===== config.mk =====
export PLATFORM = sky130hd
export DESIGN_NAME = hme_event_enables
export DESIGN_NICKNAME = d
export VERILOG_FILES = /design/src/verilog/hme_pkg.sv /design/src/verilog/hme_event_enables.sv
export SDC_FILE = /design/constraint.sdc
export NUM_CORES = 1
export LEC_CHECK = 0
export BUFFER_PORTS_ARGS = -buffer_cell sky130_fd_sc_hd__buf_2
export CORE_UTILIZATION = 40
export DETAILED_ROUTE_END_ITERATION = 16
export MAX_ROUTING_LAYER = met4
export PLACE_DENSITY = 0.72
export SLEW_MARGIN = 10
export SYNTH_ARGS = -nofsm -noshare
export SYNTH_HDL_FRONTEND = slang
export SYNTH_SLANG_ARGS = --single-unit

===== constraint.sdc =====
create_clock -name clk_sys_i -period 2.1 [get_ports clk_sys_i]
set_clock_uncertainty 0.05 [all_clocks]
set_input_delay 0.315 -clock clk_sys_i [delete_from_list [all_inputs] [get_ports clk_sys_i]]
set_output_delay 0.315 -clock clk_sys_i [all_outputs]
set_load 0.1 [all_outputs]

===== src/verilog/hme_pkg.sv =====
/*
 * Constants for the monitor event-enable register slice: offsets,
 * reset values and bit positions.
 * Assumes an 8-bit register port with 8-bit offsets.
 */
package hme_pkg;
    // ************************************************************
    // Register offsets
    // ************************************************************
    localparam logic [7:0] OFS_SFR      = 8'h7C; // Special function
    localparam logic [7:0] OFS_CFG      = 8'h7F; // Configuration
    localparam logic [7:0] OFS_FTE      = 8'h80; // Fan/trip enable
    localparam logic [7:0] OFS_BIND     = 8'h81; // Tach to PWM binding
    localparam logic [7:0] OFS_THE      = 8'h82; // Thermal enable
    localparam logic [7:0] OFS_XSB      = 8'h84; // Standby/battery
    localparam logic [7:0] OFS_XDI      = 8'h85; // Diodes
    localparam logic [7:0] OFS_X12      = 8'h86; // 12 V / ambient
    localparam logic [7:0] OFS_X5       = 8'h87; // 5 V / 2.5 V
    localparam logic [7:0] OFS_XMC      = 8'h88; // Main / cpu supply
    localparam logic [7:0] OFS_XTP      = 8'h89; // Trip voltage
    localparam logic [7:0] OFS_TST      = 8'h8A; // Temperature tuning
    // ************************************************************
    // Reset values
    // ************************************************************
    localparam logic [7:0] RST_FTE      = 8'h1E;
    localparam logic [7:0] RST_BIND     = 8'h24;
    localparam logic [7:0] RST_THE      = 8'h0E;
    localparam logic [7:0] RST_TST      = 8'hEE;
    localparam logic [7:0] RST_SFR      = 8'hE0;
    localparam logic [7:0] RST_CFG      = 8'h10;
    // ************************************************************
    // Bit positions
    // ************************************************************
    localparam int BIT_INIT   = 7;  // Soft reset, self-clearing
    localparam int BIT_IRQEN  = 2;  // Interrupt output enable
    localparam int BIT_MONMD  = 1;  // Monitoring mode
    localparam int BIT_GRP    = 0;  // Group enable in 80h and 82h
    localparam int BIT_TRIP   = 5;  // Trip voltage event enable
    localparam int BIT_T1     = 1;  // First tach/thermal enable
    // Reserved binding code
    localparam logic [1:0] BIND_RES = 2'h3;
    // Reading channel indices
    localparam int CH_BAT = 0;
    localparam int CH_STB = 1;
    localparam int CH_D1  = 2;
    localparam int CH_D2  = 3;
    localparam int CH_AMB = 4;
    localparam int CH_12V = 5;
    localparam int CH_2V5 = 6;
    localparam int CH_5V  = 7;
    localparam int CH_CPU = 8;
    localparam int CH_MN  = 9;
    localparam int CH_TRP = 10;
endpackage : hme_pkg


===== src/verilog/hme_event_enables.sv =====
/*
 * Monitor event-enable slice: soft reset, event enables, tach to PWM
 * binding, extra-resolution nibble latches, limit compare, interrupt.
 * Assumes all inputs come from logic on clk_sys_i; the lock bit and
 * the status clear strobes are driven by the surrounding monitor.
 */
`timescale 1ns/1ps
// Function
// RL1: Config top bit starts self-clearing soft reset
// RL2: Soft reset defaults all except readings
// RL3: Lock makes slice registers read-only
// RL4: 80h bits enable tach and trip events
// RL5: Group tach enable gates interrupt
// RL6: Binding fields pick PWM, 11 reserved
// RL7: No tach event while bound duty zero
// RL8: No tach event while fan disabled
// RL9: No tach event with all-ones minimum
// RL10: Software sets unbound PWMs to mode one
// RL11: Software binds every tach to a PWM
// RL12: 82h bits enable thermal events
// RL13: Group thermal enable gates interrupt
// RL14: Ten-bit samples averaged into twelve bits
// RL15: Upper read latches lower nibble
// RL16: Nibble layout across 84h to 89h
// RL17: Upper byte compared against limits
// RL18: Software writes all ones to test register
// RL19: Special function bit enables interrupt
// RL20: Active-low interrupt from groups and status
module hme_event_enables
    import hme_pkg::*;
#(
    parameter int CH_N = 11
) (
    input  wire logic               clk_sys_i,
    input  wire logic               nrst_i,
    input  wire logic [7:0]         reg_addr_i,
    input  wire logic               reg_wr_i,
    input  wire logic               reg_rd_i,
    input  wire logic [7:0]         reg_wdata_i,
    output logic [7:0]              reg_rdata_o,
    input  wire logic               lock_i,
    input  wire logic [CH_N*12-1:0] avg_i,
    input  wire logic [CH_N-1:0]    upper_read_i,
    input  wire logic [CH_N*8-1:0]  lim_hi_i,
    input  wire logic [CH_N*8-1:0]  lim_lo_i,
    input  wire logic [2:0]         tach_low_i,
    input  wire logic [2:0]         tach_min_ones_i,
    input  wire logic [2:0]         fan_off_i,
    input  wire logic [2:0]         pwm_zero_i,
    input  wire logic [6:0]         stat_clr_i,
    output logic [6:0]              status_o,
    output logic [CH_N-1:0]         limit_viol_o,
    output logic                    soft_rst_o,
    output logic                    monitor_irq_n_o
);
    // ************************************************************
    // Elaboration check
    // ************************************************************
    // Nibble map is fixed to the eleven documented channels
    // A wider build would need a nibble map of its own
    if (CH_N != 11) begin : g_bad_ch
        $error("CH_N must be 11");
    end

    // ************************************************************
    // Helpers
    // ************************************************************
    // Duty-zero of the PWM a binding code names; reserved reads live
    function automatic logic bound_zero(input logic [1:0] sel,
                                        input logic [2:0] z);
        bound_zero = 1'b0;
        if (sel != BIND_RES) begin
            bound_zero = z[sel];
        end
    endfunction : bound_zero

    // Upper byte of a channel's averaged reading
    // Low nibble is the extra resolution, kept for the latches
    function automatic logic [7:0] upper(input int ch,
        input logic [CH_N*12-1:0] v);
        upper = v[ch*12+4 +: 8];                                  // RL14
    endfunction : upper

    // ************************************************************
    // State
    // ************************************************************
    // All storage is flops; nibbles form an array by channel
    logic [7:0]      fte;        // Fan/trip enable
    logic [7:0]      bind_r;     // Tach to PWM binding
    logic [7:0]      the;        // Thermal enable
    logic [7:0]      tst;        // Temperature tuning test
    logic            irq_output_enable; // Interrupt output enable
    logic            monmd;      // Monitoring mode select
    logic            init;       // Soft reset request
    logic [3:0]      nib [CH_N]; // Latched lower nibbles
    logic [6:0]      stat;       // Sticky event status
    logic [CH_N-1:0] viol;       // Registered limit violations
    logic            irq_n;      // Interrupt output flop
    logic [7:0]      rdata;      // Read data flop

    // ************************************************************
    // Decode
    // ************************************************************
    // Soft reset rides the same path as the pin reset
    wire rst_all = !nrst_i || init;                           // RL2
    // Writes are single-cycle strobes taken at the rising edge
    wire wr_ok   = reg_wr_i && !lock_i;                       // RL3
    // Per-register strobes; the nibble offsets have none
    wire wr_fte  = wr_ok && (reg_addr_i == OFS_FTE);
    wire wr_bind = wr_ok && (reg_addr_i == OFS_BIND);
    wire wr_the  = wr_ok && (reg_addr_i == OFS_THE);
    wire wr_tst  = wr_ok && (reg_addr_i == OFS_TST);
    wire wr_sfr  = wr_ok && (reg_addr_i == OFS_SFR);
    wire wr_cfg  = wr_ok && (reg_addr_i == OFS_CFG);

    // Limit compare on upper byte, outside either bound
    logic [CH_N-1:0] next_viol;
    always_comb begin
        for (int c = 0; c < CH_N; c++) begin
            next_viol[c] = (upper(c, avg_i) > lim_hi_i[c*8 +: 8]) ||
                           (upper(c, avg_i) < lim_lo_i[c*8 +: 8]); // RL17
        end
    end

    // Tach event qualifiers
    // Levels: a held fault sets a cleared bit again
    logic [2:0] tach_ev;
    always_comb begin
        for (int t = 0; t < 3; t++) begin
            tach_ev[t] = tach_low_i[t] && fte[BIT_T1+t]           // RL4
                && !bound_zero(bind_r[2*t +: 2], pwm_zero_i)      // RL7
                && !fan_off_i[t]                                  // RL8
                && !tach_min_ones_i[t];                           // RL9
        end
    end

    // Status order: tach1..3, trip, ambient, diode1, diode2
    // Trip has no group bit, so it never reaches the pin
    wire [6:0] set_ev = {
        viol[CH_D2]  && the[BIT_T1+2],                            // RL12
        viol[CH_D1]  && the[BIT_T1+1],
        viol[CH_AMB] && the[BIT_T1],
        viol[CH_TRP] && fte[BIT_TRIP],                            // RL4
        tach_ev};
    wire [6:0] next_stat = set_ev | (stat & ~stat_clr_i);

    // Group gating toward the interrupt pin
    // Ambient and both diodes share the thermal group
    wire tach_pend = fte[BIT_GRP] && |stat[2:0];                  // RL5
    wire temp_pend = the[BIT_GRP] && |stat[6:4];                  // RL13
    wire next_irq_n = !(irq_output_enable &&
                        (tach_pend || temp_pend));                // RL20

    // Read mux, address decoding as an if chain
    // Unmapped offsets fall through to zero
    // Captured only on a strobe, so reads have no side effects
    logic [7:0] next_rdata;
    always_comb begin
        next_rdata = 8'h00;
        if (reg_addr_i == OFS_FTE) begin
            next_rdata = fte;
        end else if (reg_addr_i == OFS_BIND) begin
            next_rdata = bind_r;
        end else if (reg_addr_i == OFS_THE) begin
            next_rdata = the;
        end else if (reg_addr_i == OFS_TST) begin
            next_rdata = tst;
        end else if (reg_addr_i == OFS_SFR) begin
            next_rdata = {RST_SFR[7:3], irq_output_enable, monmd, 1'b0};
        end else if (reg_addr_i == OFS_CFG) begin
            next_rdata = {init, RST_CFG[6:0]};
        end else if (reg_addr_i == OFS_XSB) begin
            next_rdata = {nib[CH_STB], nib[CH_BAT]};              // RL16
        end else if (reg_addr_i == OFS_XDI) begin
            next_rdata = {nib[CH_D2], nib[CH_D1]};
        end else if (reg_addr_i == OFS_X12) begin
            next_rdata = {nib[CH_12V], nib[CH_AMB]};
        end else if (reg_addr_i == OFS_X5) begin
            next_rdata = {nib[CH_5V], nib[CH_2V5]};
        end else if (reg_addr_i == OFS_XMC) begin
            next_rdata = {nib[CH_MN], nib[CH_CPU]};
        end else if (reg_addr_i == OFS_XTP) begin
            next_rdata = {4'h0, nib[CH_TRP]};
        end
    end

    // ************************************************************
    // Soft reset bit
    // ************************************************************
    // Held one cycle, then clears itself through rst_all
    // Lock also blocks the soft reset write
    always_ff @(posedge clk_sys_i) begin
        if (rst_all) begin
            init <= 1'b0;                                         // RL1
        end else if (wr_cfg) begin
            init <= reg_wdata_i[BIT_INIT];                        // RL1
        end
    end

    // ************************************************************
    // Enable, binding and test registers
    // ************************************************************
    // Reserved bits are masked on write so they read back zero once written
    // Lock is folded into the strobes, so no branch here sees it
    always_ff @(posedge clk_sys_i) begin
        if (rst_all) begin
            fte    <= RST_FTE;                                    // RL2
            bind_r <= RST_BIND;
            the    <= RST_THE;
            tst    <= RST_TST;
        end else begin
            if (wr_fte) begin
                fte <= reg_wdata_i & 8'h2F;                       // RL4
            end
            if (wr_bind) begin
                bind_r <= reg_wdata_i & 8'h3F;                    // RL6
            end
            if (wr_the) begin
                the <= reg_wdata_i & 8'h0F;                       // RL12
            end
            if (wr_tst) begin
                tst <= reg_wdata_i;
            end
        end
    end

    // Special function bits; output is off by default
    // Monitoring mode is kept for read-back only
    always_ff @(posedge clk_sys_i) begin
        if (rst_all) begin
            irq_output_enable <= RST_SFR[BIT_IRQEN];              // RL19
            monmd             <= RST_SFR[BIT_MONMD];
        end else if (wr_sfr) begin
            irq_output_enable <= reg_wdata_i[BIT_IRQEN];          // RL19
            monmd             <= reg_wdata_i[BIT_MONMD];
        end
    end

    // ************************************************************
    // Nibble latches
    // ************************************************************
    // Reading data survives soft reset, so only the pin reset clears
    // Latched on the read pulse so both halves of a value pair up
    always_ff @(posedge clk_sys_i) begin
        for (int c = 0; c < CH_N; c++) begin
            if (!nrst_i) begin
                nib[c] <= 4'h0;
            end else if (upper_read_i[c]) begin
                nib[c] <= avg_i[c*12 +: 4];                       // RL15
            end
        end
    end

    // ************************************************************
    // Status, compare, interrupt and read data flops
    // ************************************************************
    // Set beats a clear in the same cycle
    // Compare is registered to keep it off the status set path
    // Read data only moves on a read strobe or a reset
    always_ff @(posedge clk_sys_i) begin
        if (rst_all) begin
            stat  <= 7'h00;
            viol  <= '0;
            irq_n <= 1'b1;
            rdata <= 8'h00;
        end else begin
            stat  <= next_stat;
            viol  <= next_viol;                                   // RL17
            irq_n <= next_irq_n;                                  // RL20
            rdata <= reg_rd_i ? next_rdata : rdata;
        end
    end

    assign reg_rdata_o     = rdata;
    assign status_o        = stat;
    assign limit_viol_o    = viol;
    assign soft_rst_o      = init;
    assign monitor_irq_n_o = irq_n;
endmodule : hme_event_enables


==> metrics.md <==
| Metric | Value |
|---|---|
| Outcome | finished, final reports clean |
| Worst Tran Pin Value | 0.534 ns |
| Clock share of power | 0.312 |
| Cell internal pwr | 3.76 mW |
| Required time worst endpoint | 2.34 ns |
| Hold Vio Cnt, Final | 0 |
| Gpl congestion | 0.916 |
| Port Buffers | 386 |
| Share of layout cells above drive strength 1 | 0.319 |
| Endpoints failing setup | 0 |
| Logic pwr share | 0.301 |
| Post-detailed-route count of antenna-violating nets | 0 |
| CP Capture Point | reg_rdata_o[6]$_SDFFE_PP0P_ |
| Detailed router's first-iteration violation count | 353 |
| Die height | 149 um |
| CTS tree | done |
| Slew Viols, Final | 0 |
| Die ar. | 22200 um2 |
| RSZ-0062 raised after global routing | false |
| Worst reg2reg path startpoint | soft_rst_o$_SDFFE_PP0P_ |
| Achievable Freq | 493 MHz |
| R2R setup slack | 0.48 ns |
| Number of max-cap violations | 0 |
| Initial Util | 0.409 |
| Worst Setup SP | reg_addr_i[5] |
| Mean post-synth cell area | 8.46 um2 |
| Clock sinks | 98 |
| Cell count after synthesis | 1024 |
| Design area | 11400 um2 |
| Max_slew headroom | 0.644 |
| Hpwl dp | 23.6 mm |
| Leakage | 6.45 nW |
| Sequential share of the synthesized area | 0.277 |
| Post-Syn Area | 8660 um2 |
| Commonest register cell after synthesis | dfxtp_1 |
| Crit path kind | primary input to flip-flop |
| Final wirelength | 27.2 mm |
| Synth Area in Compound Gates | 0.173 |
| DR vias/cell | 5.10 |
| Yosys reg bits | 98 |
| Post-synthesis mux area share | 0.0490 |
| Syn nets | 1548 |
| Simple-gate share of the synthesized area | 0.166 |
| Vias | 8735 |
| Largest family of logic cells by synthesized area | adder cells |
| Switching power | 1.81 mW |
| Pin count of the biggest net entering global routing | 56 |
| Min-Delay Path Class | primary input to flip-flop |
| Crit path arrival time | 2.27 ns |
| Overflow after GRT | 0 |
| Library cells used by synthesis | 55 |
| CORE AREA | 21200 um2 |
| R2R depth | 3 |
| Fin nets | 1950 |
| Initial DRT Pass Iterations | 4 |
| Clock Tree Buf Depth | 2 |
| DP Area | 11100 um2 |
| Critical path capture point type | flip-flop |
| Post-synthesis async set-or-reset flop share | 0 |
| Die Width | 149 um |
| Switching share of total power | 0.325 |
| Hold_buf cts | 0 |
| Top Ports | 387 |
| Root buf cell | clkbuf_16 |
| Final worst-path cycle share | 0.966 |
| CP startpoint kind | primary input |
| CP Max Fanout | 10 |
| Sequential power share | 0.386 |
| Wire length per cell | 15.9 um |
| Total power | 5.57 mW |
| Period minus WS final | 2.03 ns |
| Reg clk slew, reported paths | 0.07 ns |
| Std-Cell Rows | 53 |
| Vias in the first global route | 8635 |
| Post-cts resize count | 0 |
| DP Worst Slack | -0.222 ns |
| FF-to-FF End | reg_rdata_o[4]$_SDFFE_PP0P_ |
| First-pass GRT wire length | 42.0 mm |
| H-Tree Level Count | 3 |
| Skew-Pair Late Insertion Delay | 0.35 ns |
| All-Layer GR Usage | 0.250 |
| Max VDD drop | 314 uV |
| Cell Pwr Density | 487 nW/um2 |
| Setup Buffers After CTS | 0 |
| Post-synth EDFFs | 44 |
| Ys Warns | 0 |
| Adder-Cell Fraction of Synth Area | 0.238 |
| Initial antenna violation count | 7 |
| Area growth syn-to-layout | 32.0% |
| Final WS setup | 0.0707 ns |
| Num CTS Buffers | 9 |
| Number of remaining DRC errors | 0 |
| Post-Synth XOR/XNOR Area | 0 |
routing by layer:
layer	track usage	vias up	wire length, um
li1	-	4437	-
met1	0.292	3925	11600
met2	0.429	328	13100
met3	0.0422	45	1790
met4	0.0918	0	728
met5	-	-	0
power groups by stage:
stage	Sequential [mW]	Combinational, mW	Clock [mW]
after global placement	2.19	1.63	0
after CTS	2.15	1.68	1.77
after floorplan	2.41	0.766	0
after detailed placement	2.19	1.67	0
final	2.15	1.68	1.74
after global routing	2.16	1.89	1.85
worst max-delay path, stage by stage:
cell	delay, ns
buf_2	0.10
or4b_4	0.57
buf_4	0.16
nor3_1	0.18
buf_4	0.23
a21oi_1	0.10
a2111oi_0	0.46
a211o_1	0.15
per-stage QoR:
| stage | TNS, ns | utilization | instances | hold WS [ns] |
|---|---|---|---|---|
| 2_1_floorplan | -1.69 | - | 1024 | 0.330 |
| 4_1_cts | 0 | 0.540 | 1706 | 0.144 |
| 3_5_place_dp | -3.45 | 0.525 | 1690 | 0.367 |
| 5_1_grt | 0 | 0.540 | 1713 | 0.182 |
| 6_report | 0 | 0.540 | 1713 | 0.157 |
| 3_3_place_gp | -2.74 | 0.525 | 1690 | 0.357 |
worst min-delay path by stage:
| stage | from | endpoint | slack (ns) | cells after the start |
|---|---|---|---|---|
| 3_3_place_gp | irq_output_enable$_SDFFE_PP0P_ | monitor_irq_n_o$_SDFF_PP1_ | 0.36 | 1 |
| 5_1_grt | stat_clr_i[3] | status_o[3]$_SDFF_PP0_ | 0.18 | 3 |
| 4_1_cts | reg_wdata_i[7] | tst[7]$_SDFFE_PP1P_ | 0.14 | 3 |
| 3_5_place_dp | irq_output_enable$_SDFFE_PP0P_ | monitor_irq_n_o$_SDFF_PP1_ | 0.37 | 1 |
| 6_report | reg_wdata_i[7] | tst[7]$_SDFFE_PP1P_ | 0.16 | 3 |
| 2_1_floorplan | irq_output_enable$_SDFFE_PP0P_ | monitor_irq_n_o$_SDFF_PP1_ | 0.33 | 1 |
layout make-up:
cell class                      count  area, um2
Antenna cell                        7       17.5
Clock buffer                        9        225
Clock inverter                      7       82.6
Fill cell                        2033       9720
Inverter                          189        709
Multi-Input combinational cell    707       5430
Sequential cell                    98       2400
Tap cell                          275        344
Timing Repair Buffer              421       2220
Yosys cell counts, types with 24 or more instances:
master    instances  area, um2
a21o_1           34        255
a21oi_1          66        330
and3_1           46        288
clkbuf_1         24       90.1
dfxtp_1          54       1080
edfxtp_1         44       1320
ha_1            165       2060
inv_1           188        706
mux2i_1          30        300
nand2_1          72        270
nand3_1          31        155
nor2_1           34        128
o21ai_0          35        175
placed cells by master (no fill, tap or decap), drive strengths merged, types with 3 or more instances in the layout:
| cell type | instances |
|---|---|
| a211oi | 7 |
| nand2 | 72 |
| nor2 | 34 |
| o22ai | 6 |
| or3 | 3 |
| nand2b | 23 |
| a21boi | 9 |
| diode | 7 |
| nand3 | 32 |
| nand4 | 10 |
| edfxtp | 44 |
| nor3 | 8 |
| dfxtp | 54 |
| ha | 165 |
| a221oi | 14 |
| mux2i | 30 |
| nand3b | 3 |
| o211ai | 6 |
| or2 | 3 |
| a32oi | 8 |
| a21o | 34 |
| a31oi | 16 |
| nor3b | 3 |
| a21oi | 66 |
| mux2 | 11 |
| o221ai | 3 |
| nor4 | 7 |
| nor2b | 23 |
| o21ai | 35 |
| o2111ai | 9 |
| a211o | 3 |
| and3 | 46 |
| buf | 421 |
| inv | 192 |
| clkbuf | 9 |
sequential cells by signal, indices dropped and copies added (netlist names):
| name | flops |
|---|---|
| soft_rst_o | 1 |
| monmd | 1 |
| the | 4 |
| fte | 6 |
| monitor_irq_n_o | 1 |
| status_o | 7 |
| nib | 44 |
| reg_rdata_o | 8 |
| limit_viol_o | 11 |
| irq_output_enable | 1 |
| bind_r | 6 |
| tst | 8 |
logic make-up after synthesis:
group,after synthesis
simple gates,272
compound gates,229
buf+inv,219
fa+ha+maj,165
flops,98
mux,41
Power figures use the tool's default switching activity.
